$ cat src/core/nvs_pkg.sv
package nvs_pkg;
    // ----------------------------------------------------------------
    // bus geometry
    // ----------------------------------------------------------------
    localparam int ADDR_W = 15;
    localparam int DATA_W = 8;
    localparam int CMP_W  = 14;
    localparam int SEQ_LEN = 6;

    // ----------------------------------------------------------------
    // command sequence addresses
    // ----------------------------------------------------------------
    localparam logic [ADDR_W-1:0] SEQ_A1      = 15'h0E38;
    localparam logic [ADDR_W-1:0] SEQ_A2      = 15'h31C7;
    localparam logic [ADDR_W-1:0] SEQ_A3      = 15'h03E0;
    localparam logic [ADDR_W-1:0] SEQ_A4      = 15'h3C1F;
    localparam logic [ADDR_W-1:0] SEQ_A5      = 15'h303F;
    localparam logic [ADDR_W-1:0] SEQ_STORE   = 15'h0FC0;
    localparam logic [ADDR_W-1:0] SEQ_RECALL  = 15'h0C63;
    localparam logic [ADDR_W-1:0] SEQ_AS_OFF  = 15'h0B45;
    localparam logic [ADDR_W-1:0] SEQ_AS_ON   = 15'h0B46;

    // ----------------------------------------------------------------
    // commands
    // ----------------------------------------------------------------
    localparam logic [2:0] CMD_STORE  = 3'h0;
    localparam logic [2:0] CMD_RECALL = 3'h1;
    localparam logic [2:0] CMD_AS_OFF = 3'h2;
    localparam logic [2:0] CMD_AS_ON  = 3'h3;
    localparam logic [2:0] CMD_READ   = 3'h4;
    localparam logic [2:0] CMD_WRITE  = 3'h5;

    // ----------------------------------------------------------------
    // timing
    // ----------------------------------------------------------------
    localparam int CLK_NS       = 4;
    localparam int ACC_NS       = 25;
    localparam int ACC_CYC      = (ACC_NS + CLK_NS - 1) / CLK_NS;
    localparam int GAP_CYC      = 2;
    localparam int BUSY_DLY_CYC = 4;

    typedef enum logic [2:0] {
        NVS_IDLE  = 3'b000,
        NVS_SETUP = 3'b001,
        NVS_STROBE= 3'b011,
        NVS_GAP   = 3'b010,
        NVS_WAIT  = 3'b110,
        NVS_SETTLE= 3'b111
    } nvs_state_t;
endpackage : nvs_pkg

$ cat src/core/nvs_if.sv
`timescale 1ns/1ns
`default_nettype none
// sequence address table shared between top and the lookup
interface nvs_seq_if;
    import nvs_pkg::*;
    logic [2:0]        step;
    logic [2:0]        cmd;
    logic [ADDR_W-1:0] addr;
    modport lookup (input step, input cmd, output addr);
    modport user   (output step, output cmd, input addr);
endinterface : nvs_seq_if
`default_nettype wire

$ cat src/core/nvs_seq_rom.sv
`timescale 1ns/1ns
`default_nettype none
module nvs_seq_rom
    import nvs_pkg::*;
(
    nvs_seq_if.lookup sif
);
    // ----------------------------------------------------------------
    // address of each of the six reads
    // ----------------------------------------------------------------
    always_comb begin
        unique case (sif.step)
            3'h0: sif.addr = SEQ_A1;
            3'h1: sif.addr = SEQ_A2;
            3'h2: sif.addr = SEQ_A3;
            3'h3: sif.addr = SEQ_A4;
            3'h4: sif.addr = SEQ_A5;
            default: begin
                unique case (sif.cmd)
                    CMD_RECALL: sif.addr = SEQ_RECALL;
                    CMD_AS_OFF: sif.addr = SEQ_AS_OFF;
                    CMD_AS_ON:  sif.addr = SEQ_AS_ON;
                    default:    sif.addr = SEQ_STORE;
                endcase
            end
        endcase
    end
endmodule : nvs_seq_rom
`default_nettype wire

$ cat src/core/nvs_host.sv
`timescale 1ns/1ns
`default_nettype none
module nvs_host
    import nvs_pkg::*;
#(
    parameter int ACC_CYCLES  = ACC_CYC,
    parameter int SETTLE_CYC  = BUSY_DLY_CYC
) (
    input  wire logic              clk,
    input  wire logic              rst,
    input  wire logic              cmd_valid,
    input  wire logic [2:0]        cmd_op,
    input  wire logic [ADDR_W-1:0] cmd_addr,
    input  wire logic [DATA_W-1:0] cmd_wdata,
    output logic                   cmd_ready,
    output logic                   rsp_valid,
    output logic [DATA_W-1:0]      rsp_rdata,
    output logic                   autosave_shadow,
    output logic                   store_pending,
    output logic                   ce_n,
    output logic                   oe_n,
    output logic                   we_n,
    output logic [ADDR_W-1:0]      addr,
    output logic [DATA_W-1:0]      dq_out,
    output logic                   dq_oe,
    input  wire logic [DATA_W-1:0] dq_in,
    input  wire logic              store_busy_n,
    input  wire logic              supply_ok
);
    // ----------------------------------------------------------------
    // pin synchronisers
    // ----------------------------------------------------------------
    logic       busy_s1_reg, busy_s2_reg, sup_s1_reg, sup_s2_reg;
    // data bus is held through the whole strobe, so two stages only add latency
    logic [DATA_W-1:0] dq_s1_reg, dq_s2_reg;
    always_ff @(posedge clk) begin
        if (rst) begin
            busy_s1_reg <= 1'b0;
            busy_s2_reg <= 1'b0;
            sup_s1_reg  <= 1'b0;
            sup_s2_reg  <= 1'b0;
            dq_s1_reg   <= '0;
            dq_s2_reg   <= '0;
        end else begin
            busy_s1_reg <= store_busy_n;
            busy_s2_reg <= busy_s1_reg;
            sup_s1_reg  <= supply_ok;
            sup_s2_reg  <= sup_s1_reg;
            dq_s1_reg   <= dq_in;
            dq_s2_reg   <= dq_s1_reg;
        end
    end
    // ----------------------------------------------------------------
    // sequence lookup
    // ----------------------------------------------------------------
    nvs_seq_if sif ();
    nvs_seq_rom u_rom (.sif(sif.lookup));

    nvs_state_t        state_reg, state_next;
    logic [2:0]        op_reg, op_next, step_reg, step_next;
    logic [7:0]        cnt_reg, cnt_next;
    logic [ADDR_W-1:0] a_reg, a_next;
    logic [DATA_W-1:0] wd_reg, wd_next, rd_reg, rd_next;
    logic              ce_reg, ce_next, oe_reg, oe_next, we_reg, we_next, dqe_reg, dqe_next;
    logic              rv_reg, rv_next, as_reg, as_next, sp_reg, sp_next, rdy_reg, rdy_next;
    logic              is_seq, can_go;

    assign sif.step = step_reg;
    assign sif.cmd  = op_reg;
    assign is_seq   = (op_reg == CMD_STORE) || (op_reg == CMD_RECALL) ||
                      (op_reg == CMD_AS_OFF) || (op_reg == CMD_AS_ON);
    // busy or low supply withholds cmd_ready in idle; an access already under way runs on
    assign can_go   = busy_s2_reg && sup_s2_reg;

    // ----------------------------------------------------------------
    // access sequencer
    // ----------------------------------------------------------------
    always_comb begin
        state_next = state_reg;
        op_next = op_reg;
        step_next = step_reg;
        cnt_next = cnt_reg;
        a_next = a_reg;
        wd_next = wd_reg;
        rd_next = rd_reg;
        ce_next = ce_reg;
        oe_next = oe_reg;
        we_next = we_reg;
        dqe_next = dqe_reg;
        rv_next = 1'b0;
        as_next = as_reg;
        sp_next = sp_reg;
        rdy_next = 1'b0;
        unique case (state_reg)
            NVS_IDLE: begin
                if (rdy_reg && cmd_valid) begin
                    op_next = cmd_op;
                    wd_next = cmd_wdata;
                    a_next = cmd_addr;
                    step_next = 3'h0;
                    state_next = NVS_SETUP;
                end else if (!can_go) begin
                    // supply return raises busy late; hold off past that gap
                    cnt_next = 8'(SETTLE_CYC);
                end else if (cnt_reg != 8'h00) begin
                    cnt_next = cnt_reg - 8'h01;
                end else begin
                    rdy_next = 1'b1;
                end
            end
            NVS_SETUP: begin
                // sequence steps never interleave with other traffic
                if (is_seq) begin
                    // top bit zero; device ignores it anyway
                    a_next = {1'b0, sif.addr[CMP_W-1:0]};
                end
                ce_next = 1'b0;
                we_next = !(op_reg == CMD_WRITE);
                oe_next = (op_reg == CMD_WRITE);
                dqe_next = (op_reg == CMD_WRITE);
                cnt_next = 8'(ACC_CYCLES);
                state_next = NVS_STROBE;
            end
            NVS_STROBE: begin
                if (cnt_reg != 8'h00) begin
                    cnt_next = cnt_reg - 8'h01;
                end else begin
                    rd_next = dq_s2_reg;
                    ce_next = 1'b1;
                    oe_next = 1'b1;
                    we_next = 1'b1;
                    dqe_next = 1'b0;
                    cnt_next = 8'(GAP_CYC);
                    state_next = NVS_GAP;
                end
            end
            NVS_GAP: begin
                if (cnt_reg != 8'h00) begin
                    cnt_next = cnt_reg - 8'h01;
                end else if (is_seq && step_reg != 3'(SEQ_LEN - 1)) begin
                    step_next = step_reg + 3'h1;
                    state_next = NVS_SETUP;
                end else if (op_reg == CMD_STORE || op_reg == CMD_RECALL) begin
                    cnt_next = 8'(SETTLE_CYC);
                    state_next = NVS_WAIT;
                end else begin
                    if (op_reg == CMD_AS_OFF) begin
                        as_next = 1'b0;
                        sp_next = 1'b1;
                    end
                    if (op_reg == CMD_AS_ON) begin
                        as_next = 1'b1;
                        sp_next = 1'b1;
                    end
                    rv_next = 1'b1;
                    state_next = NVS_IDLE;
                end
            end
            NVS_WAIT: begin
                // let busy reach the synchroniser before trusting it
                if (cnt_reg != 8'h00) begin
                    cnt_next = cnt_reg - 8'h01;
                end else if (busy_s2_reg) begin
                    cnt_next = 8'(SETTLE_CYC);
                    state_next = NVS_SETTLE;
                end
            end
            NVS_SETTLE: begin
                if (!busy_s2_reg) begin
                    cnt_next = 8'(SETTLE_CYC);
                end else if (cnt_reg != 8'h00) begin
                    cnt_next = cnt_reg - 8'h01;
                end else begin
                    if (op_reg == CMD_STORE) begin
                        sp_next = 1'b0;
                    end
                    rv_next = 1'b1;
                    state_next = NVS_IDLE;
                end
            end
            default: state_next = NVS_IDLE;
        endcase
    end

    always_ff @(posedge clk) begin
        if (rst) begin
            state_reg <= NVS_IDLE;
            op_reg <= CMD_READ;
            step_reg <= 3'h0;
            cnt_reg <= 8'h00;
            a_reg <= '0;
            wd_reg <= '0;
            rd_reg <= '0;
            ce_reg <= 1'b1;
            oe_reg <= 1'b1;
            we_reg <= 1'b1;
            dqe_reg <= 1'b0;
            rv_reg <= 1'b0;
            as_reg <= 1'b1;
            sp_reg <= 1'b0;
            rdy_reg <= 1'b0;
        end else begin
            state_reg <= state_next;
            op_reg <= op_next;
            step_reg <= step_next;
            cnt_reg <= cnt_next;
            a_reg <= a_next;
            wd_reg <= wd_next;
            rd_reg <= rd_next;
            ce_reg <= ce_next;
            oe_reg <= oe_next;
            we_reg <= we_next;
            dqe_reg <= dqe_next;
            rv_reg <= rv_next;
            as_reg <= as_next;
            sp_reg <= sp_next;
            rdy_reg <= rdy_next;
        end
    end

    assign cmd_ready = rdy_reg;
    assign rsp_valid = rv_reg;
    assign rsp_rdata = rd_reg;
    assign autosave_shadow = as_reg;
    assign store_pending = sp_reg;
    assign ce_n = ce_reg;
    assign oe_n = oe_reg;
    assign we_n = we_reg;
    assign addr = a_reg;
    assign dq_out = wd_reg;
    assign dq_oe = dqe_reg;

    // ----------------------------------------------------------------
    // checks
    // ----------------------------------------------------------------
    a_we_high_seq: assert property (@(posedge clk) disable iff (rst)
        (is_seq && state_reg != NVS_IDLE) |-> we_reg) else $error("write enable low in sequence");
    a_top_bit_zero: assert property (@(posedge clk) disable iff (rst)
        (is_seq && !ce_reg) |-> !a_reg[ADDR_W-1]) else $error("sequence top address bit set");
    a_first_addr: assert property (@(posedge clk) disable iff (rst)
        (is_seq && step_reg == 3'h0 && !ce_reg) |-> a_reg == SEQ_A1) else $error("wrong first address");
    a_fifth_addr: assert property (@(posedge clk) disable iff (rst)
        (is_seq && step_reg == 3'h4 && !ce_reg) |-> a_reg == SEQ_A5) else $error("wrong fifth address");
    a_store_addr: assert property (@(posedge clk) disable iff (rst)
        (op_reg == CMD_STORE && step_reg == 3'h5 && !ce_reg) |-> a_reg == SEQ_STORE)
        else $error("wrong store address");
    a_busy_blocks: assert property (@(posedge clk) disable iff (rst)
        (!can_go && state_reg == NVS_IDLE) |=> !rdy_reg) else $error("ready while busy");
    a_as_off: assert property (@(posedge clk) disable iff (rst)
        (state_reg == NVS_GAP && state_next == NVS_IDLE && op_reg == CMD_AS_OFF) |=> !as_reg && sp_reg)
        else $error("autosave not cleared");
    a_as_on: assert property (@(posedge clk) disable iff (rst)
        (state_reg == NVS_GAP && state_next == NVS_IDLE && op_reg == CMD_AS_ON) |=> as_reg && sp_reg)
        else $error("autosave not set");
    a_ready_holdoff: assert property (@(posedge clk) disable iff (rst)
        (state_reg == NVS_IDLE && !can_go) |=> !rdy_reg [*5]) else $error("ready inside hold-off");
    a_settle_busy: assert property (@(posedge clk) disable iff (rst)
        (state_reg == NVS_SETTLE && !busy_s2_reg) |=> state_reg == NVS_SETTLE)
        else $error("left settle while busy");
    c_store: cover property (@(posedge clk) disable iff (rst)
        state_reg == NVS_SETTLE && op_reg == CMD_STORE && rv_next);
    c_recall: cover property (@(posedge clk) disable iff (rst)
        state_reg == NVS_SETTLE && op_reg == CMD_RECALL && rv_next);
    c_as_off: cover property (@(posedge clk) disable iff (rst) op_reg == CMD_AS_OFF && rv_reg);
    c_write: cover property (@(posedge clk) disable iff (rst) op_reg == CMD_WRITE && rv_reg);
endmodule : nvs_host
`default_nettype wire

$ cat config.mk
export PLATFORM = sky130hd
export DESIGN_NAME = nvs_host
export DESIGN_NICKNAME = d
export VERILOG_FILES = /design/src/core/nvs_pkg.sv /design/src/core/nvs_if.sv /design/src/core/nvs_seq_rom.sv /design/src/core/nvs_host.sv
export SDC_FILE = /design/constraint.sdc
export NUM_CORES = 1
export LEC_CHECK = 0
export BUFFER_PORTS_ARGS = -buffer_cell sky130_fd_sc_hd__buf_2
export CAP_MARGIN = 15
export CORE_ASPECT_RATIO = 0.7
export CORE_MARGIN = 2
export CORE_UTILIZATION = 54
export CTS_CLUSTER_DIAMETER = 120
export CTS_CLUSTER_SIZE = 12
export DETAILED_ROUTE_END_ITERATION = 6
export GPL_ROUTABILITY_DRIVEN = 0
export HOLD_SLACK_MARGIN = 0.1
export PLACE_DENSITY = 0.87
export SYNTH_ARGS = -nofsm -noshare
export SYNTH_HDL_FRONTEND = slang
export SYNTH_SLANG_ARGS = --single-unit
$ cat constraint.sdc
create_clock -name clk -period 3.5 [get_ports clk]
set_input_delay 0.525 -clock clk [delete_from_list [all_inputs] [get_ports clk]]
set_output_delay 0.525 -clock clk [all_outputs]
set_load 0.02 [all_outputs]
# Word level (Yosys, flattened, before mapping)
# Index checks and enable logic that the tools add are counted.
dict set report totals {
  inputBits 39
  ff_bits 76
  output_inout_bits 39
  elab_cells 139
}
dict set report op_classes {
  n_addsub 2
  eq_ne 31
  muxes 53
  bitwise_logic 5
  n_reduce_logical 27
}
# operator n
set ops {}
lappend ops {{2-to-1 mux 8 bit} 10}
lappend ops {{case mux 14 bit (5 select lines)} 1}
lappend ops {{case mux 8 bit (6 select lines)} 1}
lappend ops {{2-to-1 mux 3 bit} 12}
lappend ops {{case mux 11 bit (3 select lines)} 1}
lappend ops {{2-to-1 mux 15 bit} 2}
lappend ops {{case mux 15 bit (2 select lines)} 1}
lappend ops {{!= test 2 bit (second input constant)} 13}
lappend ops {{== test 3 x 2 -> 1 bit (second input constant)} 6}
lappend ops {{case mux 3 bit (6 select lines)} 1}
lappend ops {{2-to-1 mux 1 bit} 17}
lappend ops {{!= test 3 bit (second input constant)} 5}
lappend ops {{== test 3 bit (second input constant)} 4}
lappend ops {{case mux 1 bit (2 select lines)} 6}
lappend ops {{AND reduction 5 bit} 2}
lappend ops {{nonzero test 2 bit} 5}
lappend ops {{== test 3 x 1 -> 1 bit (second input constant)} 3}
lappend ops {{zero test 3 bit} 3}
lappend ops {{AND reduction 8 bit} 1}
lappend ops {{nonzero test 8 bit} 1}
lappend ops {{subtractor 8 x 1 -> 8 bit (second input constant)} 1}
lappend ops {{AND reduction 7 bit} 1}
lappend ops {{case mux 3 bit (2 select lines)} 1}
lappend ops {{AND reduction 2 bit} 3}
lappend ops {{9 further kinds} 17}

# Longest topological paths before layout
dict set report depth {
  word_depth 8
  ltp_mapped 11
}

# Modules after synthesis
# A second synthesis with hierarchy kept.
dict set report unflattened {
  hier_cells 411
  hier_area_um2 3467.1
}
# module area_each_um2 seq_area_each_um2 n_inst cells_each
set by_module_without_submodules {}
lappend by_module_without_submodules {nvs_host 3278.1 1521.5 1 379}
lappend by_module_without_submodules {nvs_seq_rom 188.9 0.0 1 32}

# Least setup slack after synthesis
# No wires, ideal clock.
dict set report synth_timing {
  kind {reg-to-reg}
  startpoint {register cnt_reg[0]}
  endpoint {register cnt_reg[0]}
  setup_ps 58
  path_stages_with_launch 12
  arrival_time_ps 2364
  path_slack_ps 1078
  n_path_buf 1
  path_cell_list {dfxtp_1 inv_1 ha_1 or3b_2 buf_4 nor2_8 inv_4 ha_1 nand3b_1 a211o_1 a21oi_1 mux2_2}
}
dict set report synth_via {
  elab_chain_cells 5
}
# element line_no
set synth_lines {}
lappend synth_lines {{from (decl)} nvs_host.sv:61} ;# logic [7:0] cnt_reg, cnt_next;
lappend synth_lines {{from (signal assigned)} nvs_host.sv:206} ;# cnt_reg <= cnt_next;
lappend synth_lines {{subtractor 8 x 1 -> 8 bit / nonzero test 8 bit (equally long branches)} -}
lappend synth_lines {{2-to-1 mux 8 bit} {nvs_host.sv:105, nvs_host.sv:171}}
lappend synth_lines {{2-to-1 mux 8 bit} nvs_host.sv:102} ;# end else if (!can_go) begin
lappend synth_lines {{2-to-1 mux 8 bit} nvs_host.sv:96} ;# if (rdy_reg && cmd_valid) begin
lappend synth_lines {{case mux 8 bit (6 select lines)} nvs_host.sv:94} ;# unique case (state_reg)
# Parallel ways exist; a longest one is shown, timed or not. The select of a mux whose other input is x is not followed.
# A chain may end at the register's enable or synchronous reset.

# Worst setup path in the final report
# Ends and elaborated chain as after synthesis.

==> flow_metrics.env <==
export IMPL_chipWidth_um=100
export IMPL_largest_reg_flops=15
export IMPL_synth_edf_count=0
export IMPL_path_class="reg2reg"
export IMPL_cp_max_fo=10
export IMPL_cpMostUsedCell="ha_1"
export IMPL_cts_root_buf="clkbuf_8"
export IMPL_dieArea_sq_um=7140
export IMPL_clock_skew_final_ns=0.00599
export IMPL_io_buffers=77
export IMPL_core_area_sq_um=6250
export IMPL_outcome="completed"
export IMPL_grt_max_degree=65
export IMPL_end_kind="flop"
export IMPL_rsz0062_at_grt="false"
export IMPL_ys_top_cells_by_area="dfxtp_1 44%, a21oi_1 6.2%, nor2b_1 4.5%, nand2_1 4.2%, o21ai_0 3.4%"
export IMPL_synth_fp_nets=454
export IMPL_layout_common_cells="77 x buf_2, 76 x dfxtp_1, 43 x a21oi_1"
export IMPL_drc=0
export IMPL_syn_cell_area_sq_um=3490
export IMPL_grt_overflow=0
export IMPL_wire_per_inst_um=15.6
export IMPL_hold_violations=0
export IMPL_grt_pass1_vias=2987
export IMPL_max_cap_violations=0
export IMPL_die_y_um=71.3
export IMPL_clock_fmax_mhz=373
export IMPL_crit_path_cell_trace="inv_1 > ha_1 > or3b_2 > nor2_8 > inv_4 > ha_1 > nand3b_1 > a211o_1 > a21oi_1 > mux2_2"
export IMPL_num_vias=3370
export IMPL_grt_pass1_wl_um=13800
export IMPL_track_usage_pct=24.3
export IMPL_antenna_cells=0
export IMPL_fin_crit_ns=2.68
export IMPL_yosys_area_top_type="dfxtp_1"
export IMPL_dp_cells=537
export IMPL_regArea_sq_um=1520
export IMPL_final_max_slew_violation_count=0
export IMPL_syn_to_final_growth_pct=16.3
export IMPL_netlist_cell_type_count=60
export IMPL_post_cts_buffers=0
export IMPL_min_period_over_period_pct=76.5
export IMPL_max_slew_margin_pct=44.6
export IMPL_cts_tree="done"
export IMPL_layout_cells_non_filler=553
export IMPL_syn_instance_count=408
export IMPL_synthFlopType="dfxtp_1"
export IMPL_synth_seq_area_share_pct=43.5
export IMPL_ir_worst_vdd_v=0.000217
export IMPL_drt_total_wl_um=8640
export IMPL_ys_warn_count=0
export IMPL_avgSynthCellArea_sq_um=8.57
export IMPL_clk_pin_slew_ns=0.08
export IMPL_multi_input_area_sq_um=1790
export IMPL_viasPerCell=6.09
export IMPL_hpwl_um=6070
export IMPL_start_util_pct=55.9
export IMPL_antenna_left=0
export IMPL_cts_made_buffers=9
export IMPL_fillers=511
export IMPL_final_common_cell="buf_2"
export IMPL_io_pin_count=78
export IMPL_cpMaxStageDelayCell="or3b_2"
export IMPL_worst_slack_ns=0.822
export IMPL_ctsResizeCount=0
export IMPL_first_pass_iters=5
export IMPL_dr_first_iter_drc_count=340
export IMPL_post_place_ws_ns=0.875
export IMPL_cts_buffer_depth=2
export IMPL_power_density_nw_per_um2=441
export IMPL_crit_path_max_incr_delay_ns=0.59
export IMPL_yosys_area_top_type_share_pct=43.5
export IMPL_nets=516
export IMPL_tns_ns=0
export IMPL_clk_latency_ns=0.36
export IMPL_worst_pin_slew_ns=0.831
export IMPL_cts_hold_buf=0
export IMPL_worstPathArrival_ns=2.99
export IMPL_clock_sinks=76
export IMPL_hold_path_class="in2reg"
export IMPL_grt_antenna_before_repair=0
export IMPL_setup_viol=0
export IMPL_ys_async_sr_fraction_pct=0
export IMPL_num_rows=24
export IMPL_worstPathRequired_ns=3.81
export IMPL_htree_levels=3
export IMPL_worstSetupStartpointType="flop"
export IMPL_final_area_sq_um=4060
export IMPL_post_dp_cell_area_sq_um=3870
export IMPL_p_leak_nw=1.60
export IMPL_drive_gt1_share_pct=22.5
export IMPL_synth_seq_cells=76
## final timing paths
kind                            from                 endpoint  slack (ns)  cells past startpoint
min                         dq_in[4]  dq_s1_reg[4]$_SDFF_PP0_        0.37                      2
max          cnt_reg[0]$_SDFFE_PP0P_  cnt_reg[0]$_SDFFE_PP0P_        0.82                     10
max reg2reg  cnt_reg[0]$_SDFFE_PP0P_  cnt_reg[0]$_SDFFE_PP0P_        0.82                     10
min reg2reg  dq_s1_reg[1]$_SDFF_PP0_  dq_s2_reg[1]$_SDFF_PP0_        0.44                      1
## cell usage after synthesis, types with 2 or more instances
library cell / n
dfxtp_1: 76
a21oi_1: 43
nand2_1: 39
nor2b_1: 25
o21ai_0: 24
clkbuf_1: 21
nor2_1: 18
inv_1: 16
nand3_1: 14
mux2i_1: 10
a31oi_1: 9
ha_1: 7
nor4_1: 7
nor3_1: 6
o211ai_1: 6
o221ai_1: 5
o31ai_1: 5
and2_1: 4
nand2b_1: 4
a221oi_1: 3
a22oi_1: 3
buf_1: 3
nand4_1: 3
nor3b_1: 3
o311ai_0: 3
or2_2: 3
or3b_2: 3
or4_1: 3
a211o_1: 2
a211oi_1: 2
a21boi_0: 2
a21o_1: 2
a2bb2oi_1: 2
a311oi_1: 2
buf_2: 2
nand3b_1: 2
o21a_1: 2
o32ai_1: 2
## layer usage
layer	share of wire (%)	routed length (um)	global-route usage, %
met1	44	3770	33.0
met2	45	3860	36.2
met3	9.5	820	8.10
met4	2.2	187	9.13
met5	0	0	0
## worst max-delay path: cells and delay by family, from the launching register on
kind                     cells  cell delay, ns
AO/OA/AOI/OAI                2            0.45
adder cells (fa/ha/maj)      2            0.50
buffers and inverters        2            0.22
flip-flops                   1            0.34
multiplexers                 1            0.16
AND/OR/NAND/NOR              3            0.95
## cells by family after synthesis
group | count (synthesis) | share of synthesized area (%)
muxes | 11 | 3.19
DFF | 76 | 43.5
buffers and inverters | 45 | 5.30
AOI/OAI and AO/OA | 123 | 22.2
adders and majority gates | 7 | 2.51
xor gates and xnor gates | 2 | 0.501
and+or+nand+nor | 144 | 22.8
## through the flow
stage	utilization, %	hold WS (ns)	power [mW]
final	65.0	0.367	1.79
after CTS	65.0	0.359	1.80
after global placement	62.0	0.417	1.16
after global routing	65.0	0.368	1.86
after detailed placement	62.0	0.422	1.17
after floorplan	-	0.414	1.10
## cell type report
type                    count  area share [%]
clock inverters             7            1.60
repair buffers             79            9.86
flip-flops and latches     76            37.4
multi-input cells         287            44.0
clock buffers               9            3.05
inverters                  17            1.63
well taps                  78            2.40
## power breakdown
| group | switching, mW | total [mW] | internal (mW) | leakage [nW] |
|---|---|---|---|---|
| clock | 0.362 | 0.636 | 0.274 | 0.0943 |
| combinational | 0.150 | 0.242 | 0.0916 | 0.887 |
| sequential | 0.0257 | 0.912 | 0.886 | 0.617 |
| total | 0.538 | 1.79 | 1.25 | 1.60 |
(Power assumes the default switching activity.)
